===== src/pkg/hpcfg_regs.svh =====
// register offsets, field positions, reset values and timing figures
`ifndef HPCFG_REGS_SVH
`define HPCFG_REGS_SVH
// register indices; each byte address is its index times four
`define HPCFG_IDX_PIN        8'ha4
`define HPCFG_IDX_DEV1       8'ha6
`define HPCFG_IDX_DEV2       8'ha8
`define HPCFG_ADDR_PIN       12'h290
`define HPCFG_ADDR_DEV1      12'h298
`define HPCFG_ADDR_DEV2      12'h2a0
`define HPCFG_ADDR_STAT      12'h2a4
// field positions
`define HPCFG_BRAKE_LSB      2
`define HPCFG_BRK_MODE_BIT   5
`define HPCFG_SPEED_LSB      0
`define HPCFG_PIN38_LSB      28
`define HPCFG_PIN3637_BIT    27
`define HPCFG_ADDR_LSB       20
`define HPCFG_VOLT_LSB       0
`define HPCFG_FREQ_LSB       16
`define HPCFG_SLEEP_LSB      14
`define HPCFG_CSA_BIT        13
`define HPCFG_VGAIN_BIT      12
`define HPCFG_LPM_BIT        11
`define HPCFG_CLK_LSB        9
`define HPCFG_EXTCLK_BIT     8
// writable masks and reset values
`define HPCFG_PIN_MASK       32'h0000003f
`define HPCFG_DEV1_MASK      32'h3ff00003
`define HPCFG_DEV2_MASK      32'h7fffff00
`define HPCFG_PIN_RST        32'h00000000
`define HPCFG_DEV1_RST       32'h00000000
`define HPCFG_DEV2_RST       32'h00000000
// timing figures
`define HPCFG_CLK_MHZ        25
`define HPCFG_SLP0_US        50
`define HPCFG_SLP1_US        200
`define HPCFG_SLP2_MS        20
`define HPCFG_SLP3_MS        200
`define HPCFG_GAIN_MS        1
`endif


===== src/pkg/hpcfg_pkg.sv =====
// types for the hardware pin and device configuration bank
package hpcfg_pkg;
  typedef enum logic [1:0] {HPCFG_BRK_PIN = 2'h0, HPCFG_BRK_FORCE = 2'h1,
                            HPCFG_BRK_NEVER = 2'h2, HPCFG_BRK_PIN2 = 2'h3} hpcfg_brake_t;
  typedef enum logic [1:0] {HPCFG_SPD_ANALOG = 2'h0, HPCFG_SPD_PWM = 2'h1,
                            HPCFG_SPD_UNDEF = 2'h2, HPCFG_SPD_FREQ = 2'h3} hpcfg_speed_t;
  typedef enum logic [1:0] {HPCFG_CLK_INT = 2'h0, HPCFG_CLK_WDT = 2'h1,
                            HPCFG_CLK_RSVD = 2'h2, HPCFG_CLK_EXT = 2'h3} hpcfg_clksrc_t;
  typedef enum logic [3:0] {HPCFG_SL_RUN = 4'b0001, HPCFG_SL_WAIT = 4'b0010,
                            HPCFG_SL_SLEEP = 4'b0100, HPCFG_SL_STBY = 4'b1000} hpcfg_slp_t;
endpackage : hpcfg_pkg


===== src/logic/hpcfg_bank.sv =====
// configuration register bank for pins and device behaviour, axi4-lite slave
// =====================================================
//
// The implementer's own choice: register access over AXI4-Lite.
`timescale 1ns/1ps
`include "hpcfg_regs.svh"
module hpcfg_bank #(
  parameter int unsigned SLEEP_LONG_CYC = `HPCFG_SLP3_MS * 1000 * `HPCFG_CLK_MHZ, // 200ms
  parameter int unsigned SLEEP_MID_CYC  = `HPCFG_SLP2_MS * 1000 * `HPCFG_CLK_MHZ, // 20ms
  parameter int unsigned GAIN_TICK_CYC  = `HPCFG_GAIN_MS * 1000 * `HPCFG_CLK_MHZ  // 1ms
) (
  input  wire logic                  i_core_clk,         // 25 MHz core clock
  input  wire logic                  i_reset,            // sync reset, high
  input  wire logic [11:0]           s_axi_awaddr,       // write address
  input  wire logic                  s_axi_awvalid,      // write address valid
  output logic                       s_axi_awready,      // write address ready
  input  wire logic [31:0]           s_axi_wdata,        // write data
  input  wire logic [3:0]            s_axi_wstrb,        // byte strobes
  input  wire logic                  s_axi_wvalid,       // write data valid
  output logic                       s_axi_wready,       // write data ready
  output logic [1:0]                 s_axi_bresp,        // write response
  output logic                       s_axi_bvalid,       // write response valid
  input  wire logic                  s_axi_bready,       // write response ready
  input  wire logic [11:0]           s_axi_araddr,       // read address
  input  wire logic                  s_axi_arvalid,      // read address valid
  output logic                       s_axi_arready,      // read address ready
  output logic [31:0]                s_axi_rdata,        // read data
  output logic [1:0]                 s_axi_rresp,        // read response
  output logic                       s_axi_rvalid,       // read data valid
  input  wire logic                  s_axi_rready,       // read data ready
  input  wire logic                  i_nv_load,          // stored config load pulse
  input  wire logic [6:0]            i_nv_bus_addr,      // stored target address
  input  wire logic                  i_brake_pin,        // brake pin, async
  input  wire logic                  i_speed_low,        // speed below threshold, async
  input  wire logic [14:0]           i_speed_freq,       // measured speed pin frequency
  input  wire logic                  i_freq_new,         // new frequency sample pulse
  output logic                       o_brake_lowside,    // low-side braking active
  output logic                       o_brake_align,      // align braking active
  output hpcfg_pkg::hpcfg_speed_t    o_speed_format,     // speed pin interpretation
  output logic [9:0]                 o_freq_duty,        // frequency duty, 0.1 percent
  output logic [1:0]                 o_aux2_src,         // 0 dac two, 1..3 phase a..c
  output logic                       o_aux_pair_dac_en,  // pins carry dac one and two
  output logic [1:0]                 o_supply_range,     // 0 15V, 1 30V, 2 60V
  output logic                       o_csa_gain_tick,    // current gain retune pulse
  output logic                       o_volt_gain_tick,   // voltage gain retune pulse
  output logic                       o_sleep_req,        // enter sleep
  output logic                       o_standby_req,      // enter standby
  output hpcfg_pkg::hpcfg_clksrc_t   o_clk_src,          // selected clock source
  output logic                       o_ext_clk_ref_en,   // external reference mode
  output logic [6:0]                 o_bus_addr          // serial target address
);
  import hpcfg_pkg::*;

  // =====================================================
  // registers and derived counts
  localparam int unsigned SLP0_CYC = `HPCFG_SLP0_US * `HPCFG_CLK_MHZ; // 50us
  localparam int unsigned SLP1_CYC = `HPCFG_SLP1_US * `HPCFG_CLK_MHZ; // 200us
  logic [31:0] pin_r;          // pin function settings
  logic [31:0] dev1_r;         // device settings one
  logic [31:0] dev2_r;         // device settings two
  logic [1:0]  brk_sync_r;     // brake pin synchroniser
  logic [1:0]  spd_sync_r;     // speed low synchroniser
  logic        aw_hold_r;      // write address held
  logic        w_hold_r;       // write data held
  logic [11:0] awaddr_r;       // captured write address
  logic [31:0] wdata_r;        // captured write data
  logic [3:0]  wstrb_r;        // captured strobes
  logic [31:0] slp_cnt_r;      // below-threshold time
  logic [31:0] gain_cnt_r;     // 1ms gain timer
  hpcfg_slp_t  slp_st_r;       // low-power state
  logic [31:0] slp_lim;        // selected sleep count
  logic        wr_go;          // both write halves present
  logic [31:0] wmask;          // strobe mask
  logic        brk_on;         // selected brake request

  // =====================================================
  // write channel: address and data taken in either order
  assign s_axi_awready = !aw_hold_r && !s_axi_bvalid;
  assign s_axi_wready  = !w_hold_r && !s_axi_bvalid;
  assign wr_go = aw_hold_r && w_hold_r && !s_axi_bvalid;
  always_comb begin
    for (int b = 0; b < 4; b++) begin
      wmask[b*8 +: 8] = {8{wstrb_r[b]}};
    end
  end

  // capture of write halves
  always_ff @(posedge i_core_clk) begin
    if (i_reset) begin
      aw_hold_r <= 1'b0;
      w_hold_r  <= 1'b0;
      awaddr_r  <= 12'h000;
      wdata_r   <= 32'h00000000;
      wstrb_r   <= 4'h0;
    end else begin
      if (s_axi_awvalid && s_axi_awready) begin
        aw_hold_r <= 1'b1;
        awaddr_r  <= s_axi_awaddr;
      end else if (wr_go) begin
        aw_hold_r <= 1'b0;
      end
      if (s_axi_wvalid && s_axi_wready) begin
        w_hold_r <= 1'b1;
        wdata_r  <= s_axi_wdata;
        wstrb_r  <= s_axi_wstrb;
      end else if (wr_go) begin
        w_hold_r <= 1'b0;
      end
    end
  end

  // write response; unmapped address answers slverr
  always_ff @(posedge i_core_clk) begin
    if (i_reset) begin
      s_axi_bvalid <= 1'b0;
      s_axi_bresp  <= 2'h0;
    end else if (wr_go) begin
      s_axi_bvalid <= 1'b1;
      s_axi_bresp  <= (awaddr_r[11:2] == 10'(`HPCFG_ADDR_PIN >> 2) ||
                       awaddr_r[11:2] == 10'(`HPCFG_ADDR_DEV1 >> 2) ||
                       awaddr_r[11:2] == 10'(`HPCFG_ADDR_DEV2 >> 2) ||
                       awaddr_r[11:2] == 10'(`HPCFG_ADDR_STAT >> 2)) ? 2'h0 : 2'h2;
    end else if (s_axi_bready) begin
      s_axi_bvalid <= 1'b0;
    end
  end

  // register storage; reserved bits stay zero through the masks
  always_ff @(posedge i_core_clk) begin
    if (i_reset) begin
      pin_r  <= `HPCFG_PIN_RST;
      dev1_r <= `HPCFG_DEV1_RST;
      dev2_r <= `HPCFG_DEV2_RST;
    end else begin
      if (i_nv_load) begin
        // address comes from stored configuration, not a fixed reset value
        dev1_r[`HPCFG_ADDR_LSB +: 7] <= i_nv_bus_addr;
      end
      if (wr_go && awaddr_r[11:2] == 10'(`HPCFG_ADDR_PIN >> 2)) begin
        pin_r <= (pin_r & ~wmask) | (wdata_r & wmask & `HPCFG_PIN_MASK);
      end
      if (wr_go && awaddr_r[11:2] == 10'(`HPCFG_ADDR_DEV1 >> 2)) begin
        dev1_r <= (dev1_r & ~wmask) | (wdata_r & wmask & `HPCFG_DEV1_MASK);
      end
      if (wr_go && awaddr_r[11:2] == 10'(`HPCFG_ADDR_DEV2 >> 2)) begin
        dev2_r <= (dev2_r & ~wmask) | (wdata_r & wmask & `HPCFG_DEV2_MASK);
      end
    end
  end

  // =====================================================
  // read channel: one cycle after address taken
  assign s_axi_arready = !s_axi_rvalid;
  always_ff @(posedge i_core_clk) begin
    if (i_reset) begin
      s_axi_rvalid <= 1'b0;
      s_axi_rdata  <= 32'h00000000;
      s_axi_rresp  <= 2'h0;
    end else if (s_axi_arvalid && s_axi_arready) begin
      s_axi_rvalid <= 1'b1;
      s_axi_rresp  <= 2'h0;
      case (s_axi_araddr[11:2])
        10'(`HPCFG_ADDR_PIN >> 2):  s_axi_rdata <= pin_r;
        10'(`HPCFG_ADDR_DEV1 >> 2): s_axi_rdata <= dev1_r;
        10'(`HPCFG_ADDR_DEV2 >> 2): s_axi_rdata <= dev2_r;
        // live status: sleep state, synced pins, duty
        10'(`HPCFG_ADDR_STAT >> 2): s_axi_rdata <= {16'h0000, o_freq_duty, o_standby_req,
                                                    o_sleep_req, brk_sync_r[1],
                                                    spd_sync_r[1], 2'h0};
        default: begin
          s_axi_rdata <= 32'h00000000;
          s_axi_rresp <= 2'h2;
        end
      endcase
    end else if (s_axi_rready) begin
      s_axi_rvalid <= 1'b0;
    end
  end

  // =====================================================
  // pin synchronisers
  always_ff @(posedge i_core_clk) begin
    if (i_reset) begin
      brk_sync_r <= 2'b00;
      spd_sync_r <= 2'b00;
    end else begin
      brk_sync_r <= {brk_sync_r[0], i_brake_pin};
      spd_sync_r <= {spd_sync_r[0], i_speed_low};
    end
  end

  // =====================================================
  // brake source select; codes 0 and 3 follow the synced pin
  always_comb begin
    case (hpcfg_brake_t'(pin_r[`HPCFG_BRAKE_LSB +: 2]))
      HPCFG_BRK_FORCE: brk_on = 1'b1;
      HPCFG_BRK_NEVER: brk_on = 1'b0;
      default:         brk_on = brk_sync_r[1]; // codes 0 and 3
    endcase
  end

  // brake kind, registered outputs
  always_ff @(posedge i_core_clk) begin
    if (i_reset) begin
      o_brake_lowside <= 1'b0;
      o_brake_align   <= 1'b0;
    end else begin
      o_brake_align   <= brk_on && pin_r[`HPCFG_BRK_MODE_BIT];
      o_brake_lowside <= brk_on && !pin_r[`HPCFG_BRK_MODE_BIT];
    end
  end

  // =====================================================
  // configuration fields straight to the datapath
  always_ff @(posedge i_core_clk) begin
    if (i_reset) begin
      o_speed_format    <= HPCFG_SPD_ANALOG;
      o_aux2_src        <= 2'h0;
      o_aux_pair_dac_en <= 1'b0;
      o_supply_range    <= 2'h0;
      o_clk_src         <= HPCFG_CLK_INT;
      o_ext_clk_ref_en  <= 1'b0;
      o_bus_addr        <= 7'h00;
    end else begin
      o_speed_format    <= hpcfg_speed_t'(pin_r[`HPCFG_SPEED_LSB +: 2]);
      o_aux2_src        <= dev1_r[`HPCFG_PIN38_LSB +: 2];
      o_aux_pair_dac_en <= dev1_r[`HPCFG_PIN3637_BIT];
      o_supply_range    <= dev1_r[`HPCFG_VOLT_LSB +: 2];
      // reserved clock code 2 would be undefined; hold internal instead
      o_clk_src         <= (dev2_r[`HPCFG_CLK_LSB +: 2] == 2'h2) ? HPCFG_CLK_INT
                           : hpcfg_clksrc_t'(dev2_r[`HPCFG_CLK_LSB +: 2]);
      o_ext_clk_ref_en  <= dev2_r[`HPCFG_EXTCLK_BIT];
      o_bus_addr        <= dev1_r[`HPCFG_ADDR_LSB +: 7];
    end
  end

  // =====================================================
  // frequency duty, only in frequency mode
  hpcfg_freq_div #(.W(15)) u_div (
    .i_core_clk (i_core_clk),
    .i_reset    (i_reset),
    .i_start    (i_freq_new && o_speed_format == HPCFG_SPD_FREQ),
    .i_num      (i_speed_freq),
    .i_den      (dev2_r[`HPCFG_FREQ_LSB +: 15]),
    .o_quot     (o_freq_duty),
    .o_done     ()
  );

  // =====================================================
  // 1ms gain retune tick shared by both gains
  always_ff @(posedge i_core_clk) begin
    if (i_reset) begin
      gain_cnt_r       <= 32'h00000000;
      o_csa_gain_tick  <= 1'b0;
      o_volt_gain_tick <= 1'b0;
    end else begin
      if (gain_cnt_r >= GAIN_TICK_CYC - 1) begin
        gain_cnt_r <= 32'h00000000;
      end else begin
        gain_cnt_r <= gain_cnt_r + 32'h1;
      end
      o_csa_gain_tick  <= (gain_cnt_r == GAIN_TICK_CYC - 1) && dev2_r[`HPCFG_CSA_BIT];
      o_volt_gain_tick <= (gain_cnt_r == GAIN_TICK_CYC - 1) && dev2_r[`HPCFG_VGAIN_BIT];
    end
  end

  // =====================================================
  // sleep entry timer and low-power state
  always_comb begin
    case (dev2_r[`HPCFG_SLEEP_LSB +: 2])
      2'h0:    slp_lim = SLP0_CYC;
      2'h1:    slp_lim = SLP1_CYC;
      2'h2:    slp_lim = SLEEP_MID_CYC;
      default: slp_lim = SLEEP_LONG_CYC;
    endcase
  end

  // any return above threshold restarts the wait: time must be continuous
  always_ff @(posedge i_core_clk) begin
    if (i_reset) begin
      slp_cnt_r <= 32'h00000000;
      slp_st_r  <= HPCFG_SL_RUN;
    end else begin
      case (slp_st_r)
        HPCFG_SL_RUN: begin
          slp_cnt_r <= 32'h00000000;
          if (spd_sync_r[1]) slp_st_r <= HPCFG_SL_WAIT;
        end
        HPCFG_SL_WAIT: begin
          if (!spd_sync_r[1]) begin
            slp_st_r <= HPCFG_SL_RUN;
          end else if (slp_cnt_r >= slp_lim - 1) begin
            slp_st_r <= dev2_r[`HPCFG_LPM_BIT] ? HPCFG_SL_SLEEP : HPCFG_SL_STBY;
          end else begin
            slp_cnt_r <= slp_cnt_r + 32'h1;
          end
        end
        HPCFG_SL_SLEEP, HPCFG_SL_STBY: begin
          if (!spd_sync_r[1]) slp_st_r <= HPCFG_SL_RUN;
        end
        default: slp_st_r <= HPCFG_SL_RUN;
      endcase
    end
  end
  assign o_sleep_req   = (slp_st_r == HPCFG_SL_SLEEP);
  assign o_standby_req = (slp_st_r == HPCFG_SL_STBY);

  // =====================================================
  // checks
  a_brake_never: assert property (@(posedge i_core_clk) disable iff (i_reset)
    pin_r[3:2] == 2'h2 && $stable(pin_r) |=> !o_brake_lowside && !o_brake_align)
    else $error("brake active while override says never");
  a_brake_force: assert property (@(posedge i_core_clk) disable iff (i_reset)
    pin_r[3:2] == 2'h1 && $stable(pin_r) |=>
    (o_brake_align == $past(pin_r[5])) && (o_brake_lowside != $past(pin_r[5])))
    else $error("forced brake kind wrong");
  a_speed_fmt: assert property (@(posedge i_core_clk) disable iff (i_reset)
    $stable(pin_r) |=> o_speed_format == $past(pin_r[1:0]))
    else $error("speed format mismatch");
  a_aux_route: assert property (@(posedge i_core_clk) disable iff (i_reset)
    1'b1 |=> o_aux2_src == $past(dev1_r[29:28]) && o_aux_pair_dac_en == $past(dev1_r[27]))
    else $error("aux routing mismatch");
  a_supply_range: assert property (@(posedge i_core_clk) disable iff (i_reset)
    1'b1 |=> o_supply_range == $past(dev1_r[1:0]))
    else $error("supply range mismatch");
  a_gain_tick: assert property (@(posedge i_core_clk) disable iff (i_reset)
    o_csa_gain_tick |=> !o_csa_gain_tick [*8])
    else $error("current gain tick too frequent");
  a_sleep_fast: assert property (@(posedge i_core_clk) disable iff (i_reset)
    slp_st_r == HPCFG_SL_WAIT && spd_sync_r[1] && slp_cnt_r < slp_lim - 32'h1
    |=> slp_st_r == HPCFG_SL_WAIT)
    else $error("sleep wait left before its time");
  a_sleep_kind: assert property (@(posedge i_core_clk) disable iff (i_reset)
    $rose(o_sleep_req) |-> $past(dev2_r[11]))
    else $error("sleep entered with standby selected");
  a_clk_sel: assert property (@(posedge i_core_clk) disable iff (i_reset)
    1'b1 |=> o_ext_clk_ref_en == $past(dev2_r[8]) && o_clk_src != HPCFG_CLK_RSVD)
    else $error("clock selection mismatch");
  c_sleep: cover property (@(posedge i_core_clk) $rose(o_sleep_req));
  c_standby: cover property (@(posedge i_core_clk) $rose(o_standby_req));
  c_align: cover property (@(posedge i_core_clk) o_brake_align);
endmodule : hpcfg_bank


===== src/logic/hpcfg_freq_div.sv =====
// sequential divider: measured frequency over full-scale, result in permille
`timescale 1ns/1ps
module hpcfg_freq_div #(
  parameter int unsigned W = 15   // operand width
) (
  input  wire logic         i_core_clk, // core clock
  input  wire logic         i_reset,    // sync reset, high
  input  wire logic         i_start,    // start pulse
  input  wire logic [W-1:0] i_num,      // measured frequency
  input  wire logic [W-1:0] i_den,      // full-scale frequency
  output logic      [9:0]   o_quot,     // duty in 0.1 percent, clamped
  output logic              o_done      // result valid pulse
);
  logic [W+9:0] rem_r;  // scaled numerator
  logic [W+9:0] acc_r;  // quotient accumulator
  logic [W+9:0] den_r;  // held divisor
  logic         busy_r; // division in progress

  // =====================================================
  // repeated subtraction; slow but small, inputs change slowly
  always_ff @(posedge i_core_clk) begin
    if (i_reset) begin
      rem_r  <= '0;
      acc_r  <= '0;
      den_r  <= '0;
      busy_r <= 1'b0;
      o_done <= 1'b0;
      o_quot <= 10'h000;
    end else begin
      o_done <= 1'b0;
      if (i_start && !busy_r) begin
        rem_r  <= (W+10)'(i_num) * (W+10)'(1000);
        den_r  <= (W+10)'(i_den);
        acc_r  <= '0;
        busy_r <= 1'b1;
      end else if (busy_r) begin
        // zero divisor or quotient past full scale ends at 100 percent
        if (den_r == '0 || acc_r >= (W+10)'(1000)) begin
          o_quot <= 10'h3e8;
          busy_r <= 1'b0;
          o_done <= 1'b1;
        end else if (rem_r >= den_r) begin
          rem_r <= rem_r - den_r;
          acc_r <= acc_r + 1'b1;
        end else begin
          o_quot <= acc_r[9:0];
          busy_r <= 1'b0;
          o_done <= 1'b1;
        end
      end
    end
  end
endmodule : hpcfg_freq_div


===== config.mk =====
export PLATFORM = sky130hd
export DESIGN_NAME = hpcfg_bank
export DESIGN_NICKNAME = d
export VERILOG_FILES = /design/src/pkg/hpcfg_pkg.sv /design/src/logic/hpcfg_bank.sv /design/src/logic/hpcfg_freq_div.sv
export VERILOG_INCLUDE_DIRS = /design/src /design/src/pkg
export SDC_FILE = /design/constraint.sdc
export NUM_CORES = 1
export LEC_CHECK = 0
export BUFFER_PORTS_ARGS = -buffer_cell sky130_fd_sc_hd__clkbuf_2
export CAP_MARGIN = 20
export CORE_MARGIN = 8
export CORE_UTILIZATION = 53
export CTS_CLUSTER_DIAMETER = 100
export DETAILED_ROUTE_END_ITERATION = 8
export PLACE_DENSITY = 0.76
export SYNTH_ARGS = -nofsm -noshare
export SYNTH_HDL_FRONTEND = slang
export SYNTH_SLANG_ARGS = --single-unit

===== constraint.sdc =====
create_clock -name i_core_clk -period 7 [get_ports i_core_clk]
set_input_delay 1.4 -clock i_core_clk [delete_from_list [all_inputs] [get_ports i_core_clk]]
set_output_delay 1.4 -clock i_core_clk [all_outputs]
set_load 0.03 [all_outputs]

==> impl_metrics.env, run 1 <==
export IMPL_status="completed"
export IMPL_grt_pass1_vias=13800
export IMPL_netlist_area_um2=16900
export IMPL_die_area_um2=37800
export IMPL_synth_enable_flop_cells=0
export IMPL_rows=65
export IMPL_power_total_uw=5320
export IMPL_start_kind="primary input"
export IMPL_synth_seq_cells=346
export IMPL_synth_flop_cell="dfxtp_1"
export IMPL_route_vias_total=13700
export IMPL_syn_avg_cell_area_um2=8.81
export IMPL_synth_compound_area_share_pct=12.9
export IMPL_vias_per_cell=5.50
export IMPL_rsz0062_at_grt="no"
export IMPL_initial_core_util_pct=53.6
export IMPL_async_flop_share_pct=0
export IMPL_fp_coreArea_um2=31500
export IMPL_drc=0
export IMPL_fin_setup_tns_ns=0
export IMPL_post_cts_setup_buffer_count=0
export IMPL_setup_viol=0
export IMPL_ant_nets=0
export IMPL_num_antenna_cells=0
export IMPL_gp_congestion=0.894
export IMPL_slew_violations=0
export IMPL_crit_path_end_kind="flip-flop"
export IMPL_cts_tree="yes"
export IMPL_fmax_mhz=185
export IMPL_synth_top_family_by_area="simple AND/OR/NAND/NOR gates"
export IMPL_required_ns=7.38
export IMPL_firstDrtPassIters=5
export IMPL_io_pins=167
export IMPL_portBuffers=157
export IMPL_cts_buffers=37
export IMPL_nets=2305
export IMPL_syn_inst=1917
export IMPL_fp_dieH_um=194
export IMPL_dp_hpwl_um=28900
export IMPL_ctsResizeCount=0
export IMPL_fin_worst_skew_ns=0.0381
export IMPL_track_usage_pct=20.4
export IMPL_synthAdderAreaFrac_pct=13.5
export IMPL_clk_pin_slew_worst_paths_ns=0.06
export IMPL_grt_pass1_wl_um=66300
export IMPL_htreeDepth=2
export IMPL_path_class="in -> reg"
export IMPL_layout_min_cycle_time_ns=5.40
export IMPL_drv_cap=0
export IMPL_antenna_found_initial=0
export IMPL_final_hold_viol_count=0
export IMPL_worstPathMaxFanout=4
export IMPL_arrival_ns=5.78
export IMPL_overflow=0
export IMPL_hold_buffers=0
export IMPL_routed_wl_um=39600
export IMPL_drt_first_iter_violations=747
export IMPL_area_growth_pct=14.8
export IMPL_ys_seq_area_share_pct=41.0
export IMPL_power_leakage_uw=0.00804
export IMPL_synthMuxAreaShare_pct=3.02
export IMPL_synth_xor_area_share_pct=3.58
export IMPL_vdd_drop_max_v=0.000190
export IMPL_powerDensity_nw_per_um2=275
export IMPL_yosysUniqueCellTypes=75
export IMPL_die_w_um=194
export IMPL_clockBufferDepth=3
export IMPL_finalCritPeriodShare_pct=77.1
export IMPL_relSlewSlack_pct=25.3
export IMPL_clock_latency_ns=0.54
export IMPL_grt_max_degree=91
export IMPL_layout_drive_gt1_share_pct=12.3
export IMPL_root_buffer="clkbuf_16"
export IMPL_avgRoutedWirePerCell_um=15.9
export IMPL_cts_sinks=346
export IMPL_ys_warn_count=0
export IMPL_tightest_slew_ns=1.10
export IMPL_min_path_type="reg -> reg"
export IMPL_yosys_area_share_simple_pct=21.3
==> worst max-delay path, cell delays in order <==
cell,delay [ns]
clkbuf_2,0.11
inv_1,0.23
fa_1,0.51
fa_1,0.54
fa_1,0.45
fa_1,0.52
inv_1,0.04
ha_1,0.33
o21ai_0,0.10
a221oi_1,0.47
nand3_1,0.23
a31oi_1,0.33
nand3b_1,0.13
o31a_1,0.12
o21ai_0,0.20
a21oi_1,0.06
==> synth_stat cells (all sizes together), types with 3 or more instances <==
master / n / area [um^2]
xnor2: 35 / 307
o21a: 6 / 45.0
nand4b: 3 / 26.3
buf: 18 / 100
and2: 81 / 507
o22ai: 4 / 25.0
and4: 9 / 78.8
xor2: 34 / 298
o31ai: 3 / 27.5
nor2: 153 / 574
o21bai: 4 / 30.0
a211oi: 15 / 118
and3: 14 / 87.6
a21oi: 162 / 815
inv: 118 / 443
a311oi: 6 / 52.6
nand2b: 11 / 68.8
o211ai: 9 / 72.6
ha: 100 / 1250
nor4: 25 / 178
nor3: 40 / 210
and3b: 5 / 43.8
a21o: 7 / 52.6
fa: 51 / 1020
nand3: 33 / 175
nor4b: 5 / 56.3
or2: 5 / 31.3
nor3b: 11 / 82.6
nand3b: 6 / 45.0
a221oi: 6 / 65.1
nand2: 284 / 1070
o221ai: 14 / 123
a22oi: 22 / 165
o21ai: 73 / 365
clkbuf: 64 / 240
o2111ai: 3 / 26.3
or4: 3 / 22.5
a31oi: 5 / 31.3
nand4: 12 / 75.1
dfxtp: 346 / 6930
or3: 11 / 68.8
mux2i: 51 / 510
nor2b: 26 / 163
==> through the flow <==
step                      cell area (um^2)  util, %  cells  hold WS (ns)  setup slack (ns)
after floorplan                      17000        -   1935         0.414              1.67
after global placement               18000     57.2   2423         0.428              1.19
after detailed placement             18000     57.2   2424         0.427              1.08
after CTS                            19400     61.6   2492         0.446              1.60
after global routing                 19400     61.6   2492         0.462              1.25
final                                19400     61.6   2492         0.443              1.60
==> layer usage <==
metal  global-route usage [%]  wire length (um)
met5                        0                 0
met3                     3.54              1790
met2                     36.0             19800
met4                     6.11               883
met1                     25.2             17200
==> layout make-up <==
class,instances,area (um^2)
repair buffers,169,882
inverters,118,443
multi-input cells,1389,9240
flip-flops and latches,346,6930
clock inverters,21,325
fillers,2706,12100
clock buffers,47,1050
well taps,402,503
==> worst paths after layout <==
kind / cells past startpoint / start / slack (ns) / end
setup / recovery: 16 / i_speed_freq[7] / 1.60 / u_div.rem_r[24]$_SDFFE_PP0P_
hold / removal: 1 / brk_sync_r[0]$_SDFF_PP0_ / 0.44 / brk_sync_r[1]$_SDFF_PP0_
setup reg to reg: 12 / flip-flop / 3.40 / slp_cnt_r[22]$_SDFFE_PP0P_
hold reg to reg: 1 / brk_sync_r[0]$_SDFF_PP0_ / 0.44 / brk_sync_r[1]$_SDFF_PP0_
==> power by group <==
part	switching, uW	total, uW	internal (uW)
clock network	814	2150	1340
registers	23.1	2030	2010
logic	693	1140	445
total	1530	5320	3790
==> placed cells by master (no fill, tap or decap), drive strengths merged, types with 14 or more instances in the layout <==
| cell | n |
|---|---|
| inv | 120 |
| a21oi | 162 |
| nand3 | 33 |
| xor2 | 34 |
| nor2b | 26 |
| o21ai | 73 |
| nor4 | 25 |
| nor3 | 40 |
| and2 | 81 |
| dfxtp | 346 |
| xnor2 | 35 |
| and3 | 14 |
| a22oi | 22 |
| mux2i | 51 |
| a211oi | 15 |
| conb | 20 |
| o221ai | 14 |
| fa | 51 |
| nand2 | 284 |
| clkbuf | 203 |
| ha | 100 |
| nor2 | 153 |
==> kinds of logic after synthesis <==
kind of cell | after synthesis
AO/OA/AOI/OAI | 357
XOR/XNOR | 69
adder cells (fa/ha/maj) | 151
buffers and inverters | 200
flip-flops | 346
multiplexers | 51
other | 2
AND/OR/NAND/NOR | 741
Note: power is estimated with default switching activity, not from simulation.
==> run 2, diff against run 1 <==
==> constraint.sdc (replaced) <==
create_clock -name i_core_clk -period 5.6 [get_ports i_core_clk]
set_input_delay 1.12 -clock i_core_clk [delete_from_list [all_inputs] [get_ports i_core_clk]]
set_output_delay 1.12 -clock i_core_clk [all_outputs]
set_load 0.03 [all_outputs]
==> impl_metrics.env, run 2 (synthesized netlist as in run 1, its figures left out) <==
export IMPL_area_growth_pct=13.8
export IMPL_post_cts_setup_buffer_count=0
export IMPL_overflow=0
export IMPL_cts_tree="yes"
export IMPL_vdd_drop_max_v=0.000226
export IMPL_cts_buffers=37
export IMPL_reg2regPathDepth=12
export IMPL_fp_coreArea_um2=31500
export IMPL_crit_path_end_kind="flip-flop"
export IMPL_root_buffer="clkbuf_16"
export IMPL_fin_worst_skew_ns=0.0306
export IMPL_hold_ws_ns=0.447
export IMPL_grt_pass1_wl_um=66100
export IMPL_min_path_type="reg -> reg"
export IMPL_worstPathMaxFanout=7
export IMPL_htreeDepth=2
export IMPL_num_antenna_cells=0
export IMPL_die_area_um2=37800
export IMPL_track_usage_pct=20.3
export IMPL_arrival_ns=5.37
export IMPL_power_leakage_uw=0.00797
export IMPL_setup_ws_ns=0.590
export IMPL_timing_rr_end="slp_cnt_r[22]$_SDFFE_PP0P_"
export IMPL_routed_wl_um=39300
export IMPL_fmax_mhz=200
export IMPL_clk_pin_slew_worst_paths_ns=0.06
export IMPL_grt_pass1_vias=13800
export IMPL_required_ns=5.96
export IMPL_ctsResizeCount=0
export IMPL_clockBufferDepth=3
export IMPL_route_vias_total=13700
export IMPL_hold_path_end="brk_sync_r[1]$_SDFF_PP0_"
export IMPL_final_hold_viol_count=0
export IMPL_worstHoldPathCells=1
export IMPL_firstDrtPassIters=5
export IMPL_fin_setup_tns_ns=0
export IMPL_rsz0062_at_grt="no"
export IMPL_antenna_found_initial=0
export IMPL_final_common_cell="dfxtp_1"
export IMPL_finalCritPeriodShare_pct=89.5
export IMPL_drc=0
export IMPL_final_area_um2=19200
export IMPL_layout_min_cycle_time_ns=5.01
export IMPL_placed_area_um2=18000
export IMPL_dp_hpwl_um=28700
export IMPL_grt_max_degree=183
export IMPL_drt_first_iter_violations=753
export IMPL_drv_cap=0
export IMPL_r2r_slack_ns=1.96
export IMPL_pre_cts_slack_ns=0.0780
export IMPL_start_kind="primary input"
export IMPL_relSlewSlack_pct=37.1
export IMPL_hold_buffers=0
export IMPL_die_w_um=194
export IMPL_rows=65
export IMPL_cts_sinks=346
export IMPL_clock_latency_ns=0.52
export IMPL_avgRoutedWirePerCell_um=15.8
export IMPL_mostFrequentLayoutCells="346 x dfxtp_1, 284 x nand2_1, 161 x a21oi_1, 156 x clkbuf_2, 153 x nor2_1"
export IMPL_setup_viol=0
export IMPL_ant_nets=0
export IMPL_gp_congestion=0.880
export IMPL_fp_dieH_um=194
export IMPL_path_class="in -> reg"
export IMPL_initial_core_util_pct=53.6
export IMPL_portBuffers=157
export IMPL_powerDensity_nw_per_um2=328
export IMPL_layout_drive_gt1_share_pct=11.9
export IMPL_tightest_slew_ns=0.940
export IMPL_nets=2310
export IMPL_io_pins=167
export IMPL_slew_violations=0
export IMPL_vias_per_cell=5.49
export IMPL_min_from="brk_sync_r[0]$_SDFF_PP0_"
export IMPL_final_core_util_pct=61.0
export IMPL_status="completed"
==> run 2: cell types whose count changed in the layout (fill, tap and decap cells not counted), sizes merged <==
cell	before	now
clkinv	10	6
buf	13	18
clkbuf	203	211
bufinv	7	1
clkinvlp	2	1
inv	120	119
==> run 2: metal layers <==
metal | GRT usage (%) | up-vias | wire length [um]
met2 | 35.7 | 283 | 19300
met3 | 3.40 | 66 | 1800
met4 | 5.37 | 0 | 821
met1 | 25.5 | 6529 | 17300
li1 | - | 6799 | -
met5 | 0 | - | 0
==> run 2: where the power goes <==
| group | internal, uW | leakage [uW] | switching (uW) | total [uW] |
|---|---|---|---|---|
| sequential | 2510 | 0.00281 | 29.1 | 2540 |
| clock | 1380 | 0.000570 | 951 | 2330 |
| combinational | 575 | 0.00459 | 864 | 1440 |
==> run 2: through the flow <==
stage	total power, uW	instances
after floorplan	3650	1935
after global placement	3980	2429
after detailed placement	4030	2429
after CTS	6360	2493
after global routing	6650	2493
final	6300	2493
==> run 2: final cells by class <==
cell class | count | area (um^2)
Clock inverter | 9 | 87.6
Tap cell | 402 | 503
Multi-Input combinational cell | 1389 | 9240
Timing Repair Buffer | 174 | 932
Sequential cell | 346 | 6930
Clock buffer | 55 | 1070
Fill cell | 2722 | 12300
Inverter | 118 | 443
==> run 2: how the worst max path moves through the flow <==
| stage | start | endpoint | slack [ns] | cells past startpoint |
|---|---|---|---|---|
| 4_1_cts | i_speed_freq[8] | u_div.rem_r[24]$_SDFFE_PP0P_ | 0.59 | 18 |
| 5_1_grt | i_speed_freq[8] | u_div.rem_r[24]$_SDFFE_PP0P_ | 0.35 | 18 |
| 3_3_place_gp | i_speed_freq[8] | u_div.rem_r[24]$_SDFFE_PP0P_ | 0.20 | 18 |
| 3_5_place_dp | i_speed_freq[8] | u_div.rem_r[24]$_SDFFE_PP0P_ | 0.08 | 18 |
| 6_report | i_speed_freq[8] | u_div.rem_r[24]$_SDFFE_PP0P_ | 0.59 | 18 |
| 2_1_floorplan | i_speed_freq[6] | u_div.rem_r[23]$_SDFFE_PP0P_ | 0.55 | 15 |
==> run 2: critical path, cell delays in order <==
cell      delay [ns]
clkbuf_2        0.10
inv_1           0.23
fa_1            0.47
fa_1            0.53
inv_1           0.05
fa_1            0.49
inv_1           0.05
fa_1            0.49
inv_1           0.05
ha_1            0.39
a21oi_1         0.19
o21ai_0         0.14
a21oi_1         0.27
a31oi_1         0.15
buf_4           0.16
o31a_1          0.26
o21ai_0         0.17
a21oi_1         0.06
